[src/include/fps_regs.vh]
// register offsets, field positions, reset values and timing counts for flash protect/status
`ifndef FPS_REGS_VH
`define FPS_REGS_VH
`define FPS_OFF_PROT 5'h00
`define FPS_OFF_STAT 5'h04
`define FPS_OFF_CMD 5'h08
`define FPS_OFF_ADDR 5'h0c
`define FPS_OFF_IMASK 5'h10
`define FPS_OFF_ISTAT 5'h14
`define FPS_BIT_CBEF 7
`define FPS_BIT_CCF 6
`define FPS_BIT_PVIOL 5
`define FPS_BIT_ACCERR 4
`define FPS_BIT_BLANK 2
`define FPS_BIT_POPEN 0
`define FPS_CMD_EVERIFY 7'h05
`define FPS_CMD_PROG 7'h20
`define FPS_CMD_BURST 7'h25
`define FPS_CMD_SERASE 7'h40
`define FPS_CMD_MERASE 7'h41
`define FPS_PROT_NONE 7'h7f
`define FPS_PROT_HALF 7'h3f
`define FPS_RST_STAT 8'hc0
`define FPS_RST_IMASK 3'h0
`define FPS_PROG_CYC 16'h0009
`define FPS_BURST_CYC 16'h0004
`define FPS_SERASE_CYC 16'h0fa0
`define FPS_MERASE_CYC 16'h4e20
`define FPS_EVERIFY_CYC 16'h0010
`endif

[src/core/fps_flash_protect_status.v]
// flash protection range and status flags block with axi4-lite registers
// Behaviour
// protection writes only accepted when region grows; the code also accepts a write that keeps the protected region the same size
// protection loaded from nonvolatile byte after reset
// protected program/erase sets violation flag
// mass erase refused while anything protected
// open bit clear protects whole array
// size field protects 127 minus field Kbytes
// status bit access: rw, read-only, zeros
// buffer empty sets when sequence may start
// zero to buffer-empty mid sequence aborts, errors
// complete clears at launch, sets when done
// complete stays low across burst fetch
// violation cleared by one; blocks sequences
// access error on sequence, code, stop
// access error cleared by one; blocks sequences
// blank flag reflects erase verify result
// blank cleared on valid launch; read-only
// software keeps address, command, launch order
// only five command codes accepted
// launch compares address against decoded range
//
// Implementation choices: the register addresses and the AXI4-Lite slave port.
`include "fps_regs.vh"
module fps_flash_protect_status #(
	parameter ADDR_W = 17,
	parameter CYC_W = 16
) (
	// clock and reset
	input wire aclk,
	input wire aresetn,
	// axi4-lite write address
	input wire [4:0] s_axi_awaddr,
	input wire s_axi_awvalid,
	output wire s_axi_awready,
	// axi4-lite write data
	input wire [31:0] s_axi_wdata,
	input wire [3:0] s_axi_wstrb,
	input wire s_axi_wvalid,
	output wire s_axi_wready,
	// axi4-lite write response
	output reg [1:0] s_axi_bresp,
	output reg s_axi_bvalid,
	input wire s_axi_bready,
	// axi4-lite read address
	input wire [4:0] s_axi_araddr,
	input wire s_axi_arvalid,
	output wire s_axi_arready,
	// axi4-lite read data
	output reg [31:0] s_axi_rdata,
	output reg [1:0] s_axi_rresp,
	output reg s_axi_rvalid,
	input wire s_axi_rready,
	// flash array side
	input wire [7:0] nonvolatile_protection_byte,
	input wire nv_load_done,
	input wire array_wr,
	input wire [ADDR_W-1:0] array_wr_addr,
	input wire info_row_sel,
	input wire erase_verify_blank,
	input wire stop_req,
	// nvm engine command outputs
	output reg cmd_start,
	output reg [6:0] cmd_code,
	output reg [ADDR_W-1:0] cmd_addr,
	// interrupt
	output wire irq
);
	localparam SQ_IDLE = 2'd0;
	localparam SQ_ADDR = 2'd1;
	localparam SQ_CMD = 2'd2;
	localparam EX_IDLE = 2'd0;
	localparam EX_RUN = 2'd1;

	// array-side inputs are from the same clock domain except stop and nv done
	reg stop_s1_r, stop_s2_r, stop_s3_r, nvd_s1_r, nvd_s2_r, nv_loaded_r;

	reg [7:0] flash_protection_range_r;
	reg cbef_r, ccf_r, pviol_r, accerr_r, blank_r;
	reg [1:0] seq_r;
	reg [6:0] command_code_register_r;
	reg [ADDR_W-1:0] seq_addr_r;
	reg seq_info_r;
	reg [1:0] ex_r;
	reg pend_r;
	reg [6:0] pend_code_r;
	reg [ADDR_W-1:0] pend_addr_r;
	reg [CYC_W-1:0] cnt_r;
	reg [2:0] imask_r, istat_r;

	// protected start in flipped-half order: everything at and above it is protected
	function [ADDR_W:0] prot_base;
		input [7:0] p;
		begin
			if (!p[`FPS_BIT_POPEN])
				prot_base = {(ADDR_W+1){1'b0}};
			else
				prot_base = ({{(ADDR_W-6){1'b0}}, p[7:1]} + 1'b1) << 10;
		end
	endfunction

	function is_prot;
		input [7:0] p;
		input [ADDR_W-1:0] a;
		input information_row;
		begin
			// the upper array's base is unprotected first, so flipping the top
			// address bit turns both halves into one compare against the base
			is_prot = information_row ? !p[`FPS_BIT_POPEN] || (p[7:1] != `FPS_PROT_NONE)
				: ({1'b0, ~a[ADDR_W-1], a[ADDR_W-2:0]} >= prot_base(p));
		end
	endfunction

	function valid_cmd;
		input [6:0] c;
		begin
			case (c)
			`FPS_CMD_EVERIFY, `FPS_CMD_PROG, `FPS_CMD_BURST, `FPS_CMD_SERASE,
			`FPS_CMD_MERASE: valid_cmd = 1'b1;
			default: valid_cmd = 1'b0;
			endcase
		end
	endfunction

	function [CYC_W-1:0] cmd_cycles;
		input [6:0] c;
		begin
			case (c)
			`FPS_CMD_PROG: cmd_cycles = `FPS_PROG_CYC;
			`FPS_CMD_BURST: cmd_cycles = `FPS_BURST_CYC;
			`FPS_CMD_SERASE: cmd_cycles = `FPS_SERASE_CYC;
			`FPS_CMD_MERASE: cmd_cycles = `FPS_MERASE_CYC;
			default: cmd_cycles = `FPS_EVERIFY_CYC;
			endcase
		end
	endfunction

	// offsets that answer okay; anything else gets a slave error
	function reg_mapped;
		input [4:0] a;
		begin
			case (a)
			`FPS_OFF_PROT, `FPS_OFF_STAT, `FPS_OFF_CMD, `FPS_OFF_ADDR, `FPS_OFF_IMASK,
			`FPS_OFF_ISTAT: reg_mapped = 1'b1;
			default: reg_mapped = 1'b0;
			endcase
		end
	endfunction

	// axi write: take address and data in either order, answer when both held
	reg aw_got_r, w_got_r;
	reg [4:0] aw_addr_r;
	reg [31:0] w_data_r;
	reg [3:0] w_strb_r;
	assign s_axi_awready = !aw_got_r && !s_axi_bvalid;
	assign s_axi_wready = !w_got_r && !s_axi_bvalid;
	wire wr_go = aw_got_r && w_got_r && !s_axi_bvalid;
	wire wr_b0 = wr_go && w_strb_r[0];
	wire wr_prot = wr_b0 && aw_addr_r == `FPS_OFF_PROT;
	wire wr_stat = wr_b0 && aw_addr_r == `FPS_OFF_STAT;
	wire wr_cmd = wr_b0 && aw_addr_r == `FPS_OFF_CMD;
	wire wr_imask = wr_b0 && aw_addr_r == `FPS_OFF_IMASK;
	wire wr_istat = wr_b0 && aw_addr_r == `FPS_OFF_ISTAT;
	wire wr_map = reg_mapped(aw_addr_r);
	wire [7:0] wd = w_data_r[7:0];

	// status-write decode
	wire blocked = pviol_r || accerr_r;
	wire launch_w = wr_stat && wd[`FPS_BIT_CBEF];
	wire abort_w = wr_stat && !wd[`FPS_BIT_CBEF] && seq_r != SQ_IDLE;
	wire launch_ok = launch_w && seq_r == SQ_CMD && !blocked && cbef_r;
	wire launch_bad = launch_w && seq_r != SQ_CMD && seq_r != SQ_IDLE;
	wire tgt_prot = is_prot(flash_protection_range_r, seq_addr_r, seq_info_r);
	wire all_off = flash_protection_range_r[`FPS_BIT_POPEN] &&
		flash_protection_range_r[7:1] == `FPS_PROT_NONE;
	wire is_alter = command_code_register_r != `FPS_CMD_EVERIFY;
	wire viol = launch_ok && ((command_code_register_r == `FPS_CMD_MERASE && !all_off) ||
		(is_alter && command_code_register_r != `FPS_CMD_MERASE && tgt_prot));
	wire accept = launch_ok && !viol;
	wire start_seq = array_wr && !blocked && cbef_r && nv_loaded_r;
	wire bad_seq = array_wr && seq_r != SQ_IDLE;
	wire bad_code = wr_cmd && seq_r == SQ_ADDR && !valid_cmd(wd[6:0]);
	wire cmd_out_of_order = wr_cmd && seq_r != SQ_ADDR;
	// stop request rising while a command still runs
	wire stop_err = stop_s2_r && !stop_s3_r && !ccf_r;
	wire acc_set = abort_w || launch_bad || bad_seq || bad_code || cmd_out_of_order ||
		stop_err || (array_wr && !nv_loaded_r);
	wire done = ex_r == EX_RUN && cnt_r == {CYC_W{1'b0}};

	always @(posedge aclk) begin
		if (!aresetn) begin
			stop_s1_r <= 1'b0;
			stop_s2_r <= 1'b0;
			stop_s3_r <= 1'b0;
			nvd_s1_r <= 1'b0;
			nvd_s2_r <= 1'b0;
			nv_loaded_r <= 1'b0;
			flash_protection_range_r <= 8'h00;
		end else begin
			stop_s1_r <= stop_req;
			stop_s2_r <= stop_s1_r;
			stop_s3_r <= stop_s2_r;
			nvd_s1_r <= nv_load_done;
			nvd_s2_r <= nvd_s1_r;
			if (!nv_loaded_r && nvd_s2_r) begin
				flash_protection_range_r <= nonvolatile_protection_byte;
				nv_loaded_r <= 1'b1;
			end else if (wr_prot && nv_loaded_r &&
				prot_base(wd) <= prot_base(flash_protection_range_r)) begin
				flash_protection_range_r <= wd;
			end
		end
	end

	// command write sequence and execution
	always @(posedge aclk) begin
		if (!aresetn) begin
			seq_r <= SQ_IDLE;
			seq_addr_r <= {ADDR_W{1'b0}};
			seq_info_r <= 1'b0;
			command_code_register_r <= 7'h00;
			cbef_r <= 1'b1;
			ccf_r <= 1'b1;
			pviol_r <= 1'b0;
			accerr_r <= 1'b0;
			blank_r <= 1'b0;
			ex_r <= EX_IDLE;
			pend_r <= 1'b0;
			pend_code_r <= 7'h00;
			pend_addr_r <= {ADDR_W{1'b0}};
			cnt_r <= {CYC_W{1'b0}};
			cmd_start <= 1'b0;
			cmd_code <= 7'h00;
			cmd_addr <= {ADDR_W{1'b0}};
		end else begin
			cmd_start <= 1'b0;
			// sequence tracking
			if (acc_set || viol) begin
				seq_r <= SQ_IDLE;
			end else if (start_seq && seq_r == SQ_IDLE) begin
				seq_r <= SQ_ADDR;
				seq_addr_r <= array_wr_addr;
				seq_info_r <= info_row_sel;
			end else if (wr_cmd && seq_r == SQ_ADDR) begin
				seq_r <= SQ_CMD;
				command_code_register_r <= wd[6:0];
			end else if (launch_ok) begin
				seq_r <= SQ_IDLE;
			end
			// flags: hardware set wins over software clear
			if (viol)
				pviol_r <= 1'b1;
			else if (wr_stat && wd[`FPS_BIT_PVIOL])
				pviol_r <= 1'b0;
			if (acc_set)
				accerr_r <= 1'b1;
			else if (wr_stat && wd[`FPS_BIT_ACCERR])
				accerr_r <= 1'b0;
			if (accept) begin
				blank_r <= 1'b0;
				ccf_r <= 1'b0;
				if (ex_r == EX_IDLE) begin
					ex_r <= EX_RUN;
					cnt_r <= cmd_cycles(command_code_register_r);
					cmd_start <= 1'b1;
					cmd_code <= command_code_register_r;
					cmd_addr <= seq_addr_r;
					cbef_r <= 1'b1;
				end else begin
					pend_r <= 1'b1;
					pend_code_r <= command_code_register_r;
					pend_addr_r <= seq_addr_r;
					cbef_r <= 1'b0;
				end
			end else if (done) begin
				if (pend_r) begin
					// next buffered burst fetched; complete stays low
					pend_r <= 1'b0;
					cnt_r <= cmd_cycles(pend_code_r);
					cmd_start <= 1'b1;
					cmd_code <= pend_code_r;
					cmd_addr <= pend_addr_r;
					cbef_r <= 1'b1;
				end else begin
					ex_r <= EX_IDLE;
					ccf_r <= 1'b1;
					if (cmd_code == `FPS_CMD_EVERIFY)
						blank_r <= erase_verify_blank;
				end
			end else if (ex_r == EX_RUN) begin
				cnt_r <= cnt_r - 1'b1;
			end
		end
	end

	// interrupt: events cmd done, violation, access error; write one to clear
	// done only counts once nothing is left to fetch or being buffered
	wire [2:0] ev = {acc_set, viol, done && !pend_r && !accept};
	always @(posedge aclk) begin
		if (!aresetn) begin
			imask_r <= `FPS_RST_IMASK;
			istat_r <= 3'h0;
		end else begin
			if (wr_imask)
				imask_r <= wd[2:0];
			istat_r <= ev | (istat_r & ~(wr_istat ? wd[2:0] : 3'h0));
		end
	end
	// registered so the pin cannot glitch while flags and mask settle
	reg irq_r;
	always @(posedge aclk) begin
		if (!aresetn)
			irq_r <= 1'b0;
		else
			irq_r <= |(istat_r & imask_r);
	end
	assign irq = irq_r;

	wire [7:0] stat_rd = {cbef_r, ccf_r, pviol_r, accerr_r, 1'b0, blank_r, 2'b00};

	// axi write channel state
	always @(posedge aclk) begin
		if (!aresetn) begin
			aw_got_r <= 1'b0;
			w_got_r <= 1'b0;
			aw_addr_r <= 5'h00;
			w_data_r <= 32'h0;
			w_strb_r <= 4'h0;
			s_axi_bvalid <= 1'b0;
			s_axi_bresp <= 2'b00;
		end else begin
			if (s_axi_awvalid && s_axi_awready) begin
				aw_got_r <= 1'b1;
				aw_addr_r <= {s_axi_awaddr[4:2], 2'b00};
			end
			if (s_axi_wvalid && s_axi_wready) begin
				w_got_r <= 1'b1;
				w_data_r <= s_axi_wdata;
				w_strb_r <= s_axi_wstrb;
			end
			if (wr_go) begin
				aw_got_r <= 1'b0;
				w_got_r <= 1'b0;
				s_axi_bvalid <= 1'b1;
				s_axi_bresp <= wr_map ? 2'b00 : 2'b10;
			end else if (s_axi_bvalid && s_axi_bready) begin
				s_axi_bvalid <= 1'b0;
			end
		end
	end

	// axi read channel
	assign s_axi_arready = !s_axi_rvalid;
	wire [4:0] ra = {s_axi_araddr[4:2], 2'b00};
	always @(posedge aclk) begin
		if (!aresetn) begin
			s_axi_rvalid <= 1'b0;
			s_axi_rdata <= 32'h0;
			s_axi_rresp <= 2'b00;
		end else if (s_axi_arvalid && s_axi_arready) begin
			s_axi_rvalid <= 1'b1;
			s_axi_rresp <= 2'b00;
			case (ra)
			`FPS_OFF_PROT: s_axi_rdata <= {24'h0, flash_protection_range_r};
			`FPS_OFF_STAT: s_axi_rdata <= {24'h0, stat_rd};
			`FPS_OFF_CMD: s_axi_rdata <= {25'h0, command_code_register_r};
			`FPS_OFF_ADDR: s_axi_rdata <= {{(32-ADDR_W){1'b0}}, seq_addr_r};
			`FPS_OFF_IMASK: s_axi_rdata <= {29'h0, imask_r};
			`FPS_OFF_ISTAT: s_axi_rdata <= {29'h0, istat_r};
			default: begin
				s_axi_rdata <= 32'h0;
				s_axi_rresp <= 2'b10;
			end
			endcase
		end else if (s_axi_rvalid && s_axi_rready) begin
			s_axi_rvalid <= 1'b0;
		end
	end
endmodule

[config.mk]
export PLATFORM = sky130hd
export DESIGN_NAME = fps_flash_protect_status
export DESIGN_NICKNAME = d
export VERILOG_FILES = /design/src/core/fps_flash_protect_status.v
export VERILOG_INCLUDE_DIRS = /design/src /design/src/include
export SDC_FILE = /design/constraint.sdc
export NUM_CORES = 1
export LEC_CHECK = 0
export BUFFER_PORTS_ARGS = -buffer_cell sky130_fd_sc_hd__buf_4
export CELL_PAD_IN_SITES_DETAIL_PLACEMENT = 1
export CELL_PAD_IN_SITES_GLOBAL_PLACEMENT = 2
export CORE_MARGIN = 4
export CORE_UTILIZATION = 35
export DETAILED_ROUTE_END_ITERATION = 10
export PLACE_DENSITY = 0.95
export SLEW_MARGIN = 15
export SYNTH_ARGS = -nofsm -noshare
export SYNTH_HDL_FRONTEND = slang
export SYNTH_SLANG_ARGS = --single-unit
[constraint.sdc]
create_clock -name aclk -period 8.6 [get_ports aclk]
set_input_delay 0.43 -clock aclk [delete_from_list [all_inputs] [get_ports aclk]]
set_output_delay 0.43 -clock aclk [all_outputs]
set_load 0.03 [all_outputs]
Word-level counts from Yosys, hierarchy flattened
Index checks and enable logic that the tools add are counted.
W data, S select, Z words.
{ "totals": {"reg_bits": 173, "out_inout_bits": 67, "wordCells": 255} }
{ "classes": {"bitwise": 10, "mux": 58, "add_sub_neg": 3, "magnitude_cmp": 2, "eq_ne": 37, "reduce_logical": 107} }
{ "ops": {"columns": ["operator", "n"], "rows": [
  ["$pmux W15 S4", 2],
  ["$mux W18", 6],
  ["$pmux W17 S6", 1],
  ["$mux W16", 5],
  ["$mux W17", 4],
  ["$eq A7 B7 Y1 const B", 7],
  ["$logic_and A1 B1 Y1", 48],
  ["$eq A7 B6 Y1 const B", 6],
  ["$mux W7", 4],
  ["$mux W1", 25],
  ["$ge A17 B18 Y1", 1],
  ["$le A18 B18 Y1", 1],
  ["$reduce_bool A2 Y1", 9],
  ["$add A7 B1 Y8 const B", 2],
  ["$logic_not A16 Y1", 1],
  ["$mux W2", 8],
  ["$mux W8", 2],
  ["$sub A16 B1 Y16 const B", 1],
  ["$logic_not A1 Y1", 15],
  ["$reduce_and A3 Y1", 5],
  ["$eq A7 B3 Y1 const B", 2],
  ["$ne A7 B7 Y1 const B", 2],
  ["$eq A3 B2 Y1 const B", 4],
  ["$eq A3 B3 Y1 const B", 4],
  ["other kinds (21)", 52]
]} }

Depth between registers and ports, before layout
Gate-level depths: netlist of run 1.
{ "logic_depth": {"depth_word": 16, "mapped_depth": 15, "ltp_nobuf": 12} }

Worst setup path before layout of run 1
Ideal clock, no wire load.
{ "synth_path": {"path_type": "reg2reg", "startpoint": "register flash_protection_range_r[3]", "endpoint": "register cmd_addr[10]", "slack_ns": 5.805, "stages_incl_launch_ff": 14, "path_buffers": 2, "setup_time_ns": 0.120, "arrival_time_ns": 2.675, "path_cell_list": "dfxtp_1 and3_1 nand3_1 xnor2_1 nand2_1 ha_1 a2111oi_0 o211ai_1 and3_4 buf_6 o21ai_4 a31oi_4 buf_6 a211o_1"} }
{ "synth_via": {"elab_chain_len": 11, "word_cells_on_any_way": 20} }
{ "synth_rtl": {"columns": ["element", "line_no", "source"], "rows": [
  ["from (decl)", "fps_flash_protect_status.v:78", "reg [7:0] flash_protection_range_r;"],
  ["from (signal assigned)", "fps_flash_protect_status.v:206", "flash_protection_range_r <= nonvolatile_protection_byte;"],
  ["from (signal assigned)", "fps_flash_protect_status.v:210", "flash_protection_range_r <= wd;"],
  ["$add A7 B1 Y8", "fps_flash_protect_status.v:98", "prot_base = ({{(ADDR_W-6){1'b0}}, p[7:1]} + 1'b1) << 10;"],
  ["$mux W18", "fps_flash_protect_status.v:95", "if (!p[`FPS_BIT_POPEN])"],
  ["$ge A17 B18 Y1", "fps_flash_protect_status.v:110", ": ({1'b0, ~a[ADDR_W-1], a[ADDR_W-2:0]} >= prot_base(p));"],
  ["$mux W1", "fps_flash_protect_status.v:109", "is_prot = information_row ? !p[`FPS_BIT_POPEN] || (p[7:1] != `FPS_PROT_NONE)"],
  ["$logic_and A1 B1 Y1", "fps_flash_protect_status.v:178", "(is_alter && command_code_register_r != `FPS_CMD_MERASE && tgt_prot));"],
  ["$logic_or A1 B1 Y1 (*)", "fps_flash_protect_status.v:177", "wire viol = launch_ok && ((command_code_register_r == `FPS_CMD_MERASE && !all_off) ||"],
  ["$logic_and A1 B1 Y1 (*)", "fps_flash_protect_status.v:177", null],
  ["$logic_not A1 Y1 (*)", "fps_flash_protect_status.v:179", "wire accept = launch_ok && !viol;"],
  ["$logic_and A1 B1 Y1 (*)", "fps_flash_protect_status.v:179", null],
  ["$ne A2 B1 Y1 (no line) / $reduce_bool A2 Y1 (equally long branches)", null, null],
  ["$reduce_and A3 Y1 (no line)", null, null],
  ["to (signal assigned)", "fps_flash_protect_status.v:234", "cmd_addr <= {ADDR_W{1'b0}};"],
  ["to (signal assigned)", "fps_flash_protect_status.v:267", "cmd_addr <= seq_addr_r;"],
  ["to (signal assigned)", "fps_flash_protect_status.v:282", "cmd_addr <= pend_addr_r;"],
  ["to (decl)", "fps_flash_protect_status.v:65", "output reg [ADDR_W-1:0] cmd_addr,"]
]} }
Mark *: on every way between the ends. The rest lies on a longest branch, timed or not.
A chain may end at the register's enable or synchronous reset.

Worst setup path after layout of run 1
{ "layout_path": {"startpoint": "register flash_protection_range_r[1]", "endpoint": "register cnt_r[2]"} }
{ "layout_via": {"elab_chain_len": 11, "word_cells_on_any_way": 20} }
{ "layout_rtl": {"columns": ["element", "line_no", "source"], "rows": [
  ["$add A7 B1 Y8", "fps_flash_protect_status.v:98", null],
  ["$mux W18", "fps_flash_protect_status.v:95", null],
  ["$ge A17 B18 Y1", "fps_flash_protect_status.v:110", null],
  ["$mux W1", "fps_flash_protect_status.v:109", null],
  ["$logic_and A1 B1 Y1", "fps_flash_protect_status.v:178", null],
  ["$logic_or A1 B1 Y1 (*)", "fps_flash_protect_status.v:177", null],
  ["$logic_and A1 B1 Y1 (*)", "fps_flash_protect_status.v:177", null],
  ["$logic_not A1 Y1 (*)", "fps_flash_protect_status.v:179", null],
  ["$logic_and A1 B1 Y1 (*)", "fps_flash_protect_status.v:179", null],
  ["$ne A3 B3 Y1 (no line) (tied with other cells)", null, null],
  ["$reduce_and A3 Y1 (no line)", null, null],
  ["to (signal assigned)", "fps_flash_protect_status.v:231", "cnt_r <= {CYC_W{1'b0}};"],
  ["to (signal assigned)", "fps_flash_protect_status.v:264", "cnt_r <= cmd_cycles(command_code_register_r);"],
  ["to (signal assigned)", "fps_flash_protect_status.v:279", "cnt_r <= cmd_cycles(pend_code_r);"],
  ["to (decl)", "fps_flash_protect_status.v:88", "reg [CYC_W-1:0] cnt_r;"]
]} }
Marked as above.

==> results of run 1 <==
[worst max-delay path, cell delays in order (launching register included)]
cell and delay [ps]:
dfxtp_1 510, ha_1 300, xor2_1 170, nand2_1 120
ha_1 340, nor4b_1 230, nand4_1 130, o211ai_1 170
nand3_1 320, a21oi_1 840, o21ai_0 230, o2111a_1 200
[report_power, final]
group | switching, µW | internal, µW
sequential | 20.5 | 729
combinational | 69.3 | 47.8
clock | 372 | 397
total | 461 | 1170
[sequential cells by signal (all words and copies together) (netlist names), 2 cells and up]
name	flops
command_code_register_r	7
cmd_code	7
aw_addr_r	3
imask_r	3
s_axi_rdata	17
cmd_addr	17
seq_r	2
cnt_r	16
pend_code_r	7
istat_r	3
flash_protection_range_r	8
w_data_r	8
pend_addr_r	17
seq_addr_r	17
[cells in the mapped netlist (17+ instances only)]
| master | instances | area [µm²] |
|---|---|---|
| buf_4 | 19 | 142.6 |
| ha_1 | 19 | 237.7 |
| nand2_1 | 89 | 334.1 |
| a211o_1 | 19 | 166.4 |
| nor2_1 | 44 | 165.2 |
| a21boi_0 | 19 | 142.6 |
| mux2i_1 | 42 | 420.4 |
| a21oi_1 | 25 | 125.1 |
| and3_1 | 46 | 287.8 |
| dfxtp_1 | 155 | 3103 |
| nor2b_1 | 55 | 344.1 |
| and2_1 | 17 | 106.4 |
| nand3_1 | 45 | 225.2 |
| clkbuf_1 | 39 | 146.4 |
| o21ai_0 | 53 | 265.3 |
[final timing paths]
| path | from | to | cells after the start |
|---|---|---|---|
| max | flash_protection_range_r[1] | cnt_r[2] | 11 |
| max reg2reg | flash_protection_range_r[1] | cnt_r[2] | 11 |
| min reg2reg | nvd_s1_r | nvd_s2_r | 1 |
| min | stop_req | stop_s1_r | 2 |
[logic make-up (layout without fill, tap and decap cells)]
logic type,count (synthesis),in the layout,synth area share
other,1,18,0.0004698
AND/OR/NAND/NOR,377,377,0.2594
flip-flops,155,155,0.3888
multiplexers,50,50,0.06866
buffers and inverters,87,146,0.06067
AO/OA/AOI/OAI,193,193,0.1713
XOR/XNOR,19,19,0.02085
adder cells (fa/ha/maj),19,19,0.02979
[final cells by class]
cell class	instances	area share
Multi-Input combinational cell	675	0.4770
Antenna cell	1	0.0002675
Clock inverter	15	0.02073
Timing Repair Buffer	104	0.08344
Tap cell	280	0.03744
Clock buffer	17	0.04547
Sequential cell	155	0.3316
Inverter	10	0.004012
[metal layers]
metal,global-route usage,part of all wire,vias to the layer above
li1,-,-,3338
met1,0.2513,0.47,3412
met2,0.3043,0.47,177
met3,0.03443,0.047,19
met4,0.05838,0.013,0
met5,0,0,-
[metrics by stage]
| stage | power [µW] | utilization | hold WS [ps] |
|---|---|---|---|
| 5_1_grt | 1696 | 0.4235 | 201.2 |
| 3_3_place_gp | 879.6 | 0.3953 | 421.5 |
| 6_report | 1635 | 0.4235 | 204.2 |
| 4_1_cts | 1649 | 0.4234 | 186.6 |
| 2_1_floorplan | 843.7 | - | 411.9 |
| 3_5_place_dp | 882.6 | 0.3953 | 425.9 |
==> results.sh, run 1 <==
export IMPL_finalMaxSlewViolations=0
export IMPL_drcViolationCount=0
export IMPL_vdd_ir_drop_max_mv=0.1390
export IMPL_design_final_nets=1065
export IMPL_worstSetupEndpointType="flip-flop"
export IMPL_final_seq_area_um2=3103
export IMPL_largest_fanout_of_any_net_on_the_critical_path=12
export IMPL_placement_setup_worst_slack_ps=5001
export IMPL_worst_slew_pin_transition_ps=1006
export IMPL_pin_count_of_the_biggest_net_entering_global_routing=114
export IMPL_post_route_min_period_ps=3676
export IMPL_route_detailed_wl_per_inst_um=19.17
export IMPL_postSynth_asyncResetShare=0
export IMPL_post_synth_cell_area_avg_um2=8.858
export IMPL_areaGrowthSynthToFinish_pct=17.23
export IMPL_cp_launch_type="flip-flop"
export IMPL_gr_total_overflow=0
export IMPL_leakagePower_uw=0.003972
export IMPL_hold_viol=0
export IMPL_grt_setup_unrepaired="false"
export IMPL_cts_hold_fix_buffers=0
export IMPL_clock_path_buffers=2
export IMPL_synth_distinct_cells=77
export IMPL_setup_violations=0
export IMPL_fin_setup_tns_ps=0
export IMPL_power_density_nw_per_um2=174.8
export IMPL_tritoncts_clock_tree="built"
export IMPL_io_pins=150
export IMPL_final_cell_mix="155 x dfxtp_1, 104 x buf_4, 89 x nand2_1"
export IMPL_post_dp_cell_area_um2=8735
export IMPL_numClockSinks=155
export IMPL_cts_resized=0
export IMPL_post_route_cell_area_um2=9356
export IMPL_floorplan_core_area_um2=22090
export IMPL_synth_cells=901
export IMPL_cts_made_buffers=17
export IMPL_cts_setup_buffers=0
export IMPL_gp_congestion=0.8399
export IMPL_top_flip_flop_cell_by_instance_count_after_synthesis="dfxtp_1"
export IMPL_post_synth_instance_area_um2=7981
export IMPL_number_of_buffers_inserted_by_port_buffering=101
export IMPL_timing_critical_path_arrival_ps=4010
export IMPL_share_of_post_route_cells_with_drive_strength_above_1=0.1834
export IMPL_die_width_um=159.0
export IMPL_count_of_flip_flops_with_a_built_in_enable_after_synthesis=0
export IMPL_clkSlewWorstSetupHoldPaths_ps=80
export IMPL_grt_first_pass_wirelength_um=38340
export IMPL_start_util=0.3613
export IMPL_required_ps=8930
export IMPL_clock_skew_ps=18.68
export IMPL_setup_ws_ps=4924
export IMPL_dr_pass1_iters=5
export IMPL_placementRows=54
export IMPL_relative_slew_margins=0.3296
export IMPL_ff2ff_setup_slack_ps=4920
export IMPL_max_cap_viols=0
export IMPL_yosys_register_bits=155
export IMPL_nFillCells=2618
export IMPL_multi_input_area_um2=4463
export IMPL_first_iter_violations=533
export IMPL_grt_usage=0.1864
export IMPL_outcome="finished clean"
export IMPL_placed_cells=1224
export IMPL_hpwlAfterDp_um=16900
export IMPL_detailed_route_wl_um=24100
export IMPL_timing_setup_critical_path_class="flip-flop to flip-flop"
export IMPL_clk_latency_ps=440
export IMPL_num_vias=6946
export IMPL_maximum_clock_rate_mhz=272.0
export IMPL_clock_root_buffer="clkbuf_16"
export IMPL_post_route_period_util=0.4274
export IMPL_grt_antenna_before_repair=1
export IMPL_die_area_um2=25280
export IMPL_fin_cells=1257
export IMPL_cts_htree_levels=4
export IMPL_floorplan_die_height_um=159.0
export IMPL_synthesis_yosys_warnings=0
export IMPL_worst_hold_path_type="input port to flip-flop"
export IMPL_antenna_violating_nets_post_route=0
export IMPL_final_common_cell="dfxtp_1"
export IMPL_routed_via_density=5.526
export IMPL_ys_seq_area_frac=0.3888
export IMPL_via_count_of_the_first_global_routing_pass=6915
No activity file was read; power rests on OpenSTA's default activity.
==> inputs of run 2 (changes only) <==
--- a/config.mk
+++ b/config.mk
@@ -10,9 +10,9 @@
 export CELL_PAD_IN_SITES_DETAIL_PLACEMENT = 1
 export CELL_PAD_IN_SITES_GLOBAL_PLACEMENT = 2
 export CORE_MARGIN = 4
-export CORE_UTILIZATION = 35
+export CORE_UTILIZATION = 34
 export DETAILED_ROUTE_END_ITERATION = 10
-export PLACE_DENSITY = 0.95
+export PLACE_DENSITY = 0.93
 export SLEW_MARGIN = 15
 export SYNTH_ARGS = -nofsm -noshare
 export SYNTH_HDL_FRONTEND = slang
==> constraint.sdc (replaced) <==
create_clock -name aclk -period 3.42 [get_ports aclk]
set_input_delay 0.171 -clock aclk [delete_from_list [all_inputs] [get_ports aclk]]
set_output_delay 0.171 -clock aclk [all_outputs]
set_load 0.03 [all_outputs]
==> run 2 against run 1 <==
Against the previous run:
- core utilization up 0.25 points
- via count up 2.0%
- combinational power rose to 2.8 times the previous value
- non-clock buffer count up 30
- sequential cell count unchanged
- setup slack worse by 4700 ps
==> results.sh, run 2 (synthesis results as in run 1) <==
export IMPL_grt_setup_unrepaired="false"
export IMPL_finalMaxSlewViolations=0
export IMPL_die_width_um=161.2
export IMPL_placementRows=55
export IMPL_relative_slew_margins=0.3198
export IMPL_route_detailed_wl_per_inst_um=18.82
export IMPL_timing_critical_path_arrival_ps=3530
export IMPL_grt_first_pass_wirelength_um=39680
export IMPL_floorplan_core_area_um2=22850
export IMPL_hpwlAfterDp_um=17870
export IMPL_clk_latency_ps=430
export IMPL_clock_root_buffer="clkbuf_16"
export IMPL_maximum_clock_rate_mhz=316.6
export IMPL_clkSlewWorstSetupHoldPaths_ps=70
export IMPL_fin_setup_tns_ps=0
export IMPL_tritoncts_clock_tree="built"
export IMPL_final_common_cell="dfxtp_1"
export IMPL_crit_family="simple AND/OR/NAND/NOR gates"
export IMPL_clock_skew_ps=10.18
export IMPL_cp_launch_type="flip-flop"
export IMPL_vdd_ir_drop_max_mv=0.2300
export IMPL_gp_congestion=0.8950
export IMPL_pwr_share_seq=0.438
export IMPL_die_area_um2=25990
export IMPL_worstSetupEndpointType="flip-flop"
export IMPL_ff2ff_setup_slack_ps=260
export IMPL_max_cap_viols=0
export IMPL_pwr_share_clk=0.485
export IMPL_design_final_nets=1095
export IMPL_path_buf_inv=0
export IMPL_largest_fanout_of_any_net_on_the_critical_path=8
export IMPL_critical_path_max_stage_delay_ps=460
export IMPL_switchingPower_uw=1112
export IMPL_required_ps=3790
export IMPL_detailed_route_wl_um=24820
export IMPL_share_of_post_route_cells_with_drive_strength_above_1=0.1968
export IMPL_cts_htree_levels=4
export IMPL_grt_antenna_before_repair=0
export IMPL_setup_violations=0
export IMPL_gr_total_overflow=0
export IMPL_worst_path_most_repeated_cell="nand3_1"
export IMPL_worst_slew_pin_transition_ps=1012
export IMPL_final_core_util=0.4260
export IMPL_comb_power_share=0.077
export IMPL_internal_power_uw=3168
export IMPL_first_iter_violations=404
export IMPL_power_density_nw_per_um2=439.8
export IMPL_post_route_min_period_ps=3159
export IMPL_worst_hold_path_type="input port to flip-flop"
export IMPL_routed_via_density=5.369
export IMPL_grt_usage=0.1892
export IMPL_antenna_cells=0
export IMPL_final_cell_mix="155 x dfxtp_1, 118 x buf_4, 88 x nand2_1"
export IMPL_post_route_period_util=0.9236
export IMPL_via_count_of_the_first_global_routing_pass=7106
export IMPL_hold_viol=0
export IMPL_drcViolationCount=0
export IMPL_floorplan_die_height_um=161.2
export IMPL_num_vias=7082
export IMPL_dr_pass1_iters=5
export IMPL_outcome="finished clean"
export IMPL_areaGrowthSynthToFinish_pct=21.95
export IMPL_cts_made_buffers=17
export IMPL_numClockSinks=155
export IMPL_start_util=0.3493
export IMPL_io_pins=150
export IMPL_timing_setup_critical_path_class="flip-flop to flip-flop"
export IMPL_critical_path_cell_chain="ha_1 > nand3_1 > xnor2_1 > nand2_1 > ha_1 > a2111oi_1 > o211ai_1 > nand3_1 > nand3_1 > nand2_2 > o221a_2"
export IMPL_leakagePower_uw=0.004152
export IMPL_sw_frac_of_total=0.2598
export IMPL_pin_count_of_the_biggest_net_entering_global_routing=82
export IMPL_antenna_violating_nets_post_route=0
export IMPL_number_of_buffers_inserted_by_port_buffering=101
export IMPL_clock_path_buffers=2
export IMPL_crit_path_top_delay_cell="a2111oi_1"
export IMPL_nFillCells=2691
[run 2: cell types whose count changed in the layout (fill, tap and decap cells not counted), sizes merged]
| cell | previous run | this run |
|---|---|---|
| inv | 17 | 21 |
| clkinv | 8 | 1 |
| bufinv | 0 | 3 |
| buf | 104 | 123 |
| diode | 1 | 0 |
| dlygate4sd3 | 0 | 11 |
[run 2: final cells by class]
type,instances,area [µm²],area share
timing repair buffer,134,1096,0.1126
clock buffer,17,425.4,0.04371
tap,313,391.6,0.04024
multi-input combinational,675,4464,0.4587
clock inverter,15,215.2,0.02211
inverter,10,37.54,0.003857
sequential,155,3103,0.3188
[run 2: power groups by stage]
| stage | logic (µW) | clock network [µW] | registers [µW] |
|---|---|---|---|
| finish | 329 | 2080 | 1880 |
| global placement | 313 | 0 | 1910 |
| floorplan | 216 | 0 | 1910 |
| detailed placement | 319 | 0 | 1920 |
| global route | 358 | 2190 | 1880 |
| CTS | 330 | 2110 | 1870 |
[run 2: per-layer routing]
metal,track usage,vias up,wire (µm),share of wire
li1,-,3399,-,-
met4,0.05312,0,389,0.016
met5,0,-,0,0
met1,0.2554,3512,11610,0.47
met2,0.3108,145,11830,0.48
met3,0.03547,26,989,0.040
[run 2: per-stage QoR]
stage          instance area [µm²]  setup slack (ps)  total power, µW  hold slack [ps]  std cells
3_3_place_gp                  8979             290.2             2227            386.2       1276
2_1_floorplan                 8041             624.9             2122            298.3        917
5_1_grt                       9733             46.34             4429            1.608       1319
6_report                      9733             261.3             4280            12.40       1319
4_1_cts                       9729             110.9             4312            2.337       1319
3_5_place_dp                  8979             154.0             2236            383.4       1276
[run 2: path summary, 6_finish.rpt]
check / startpoint / to / cells after the start
worst min register to register: nvd_s1_r / nvd_s2_r / 1
worst min-delay path: array_wr_addr[9] / seq_addr_r[9] / 3
worst max register to register: flash_protection_range_r[1] / cnt_r[11] / 11
worst max-delay path: flash_protection_range_r[1] / cnt_r[11] / 11
[run 2: repair_timing]
action,in CTS,in global routing
hold buffers,11,0
buffers inserted,0,0
endpoints found under the hold margin,11,0
endpoints found under the setup margin,0,26
gates resized for setup,0,2
[run 2: worst min-delay path: cells and delay by family]
family	cells	cell delay (ps)
buffers and inverters	1	80
muxes	1	60
and+or+nand+nor	1	100
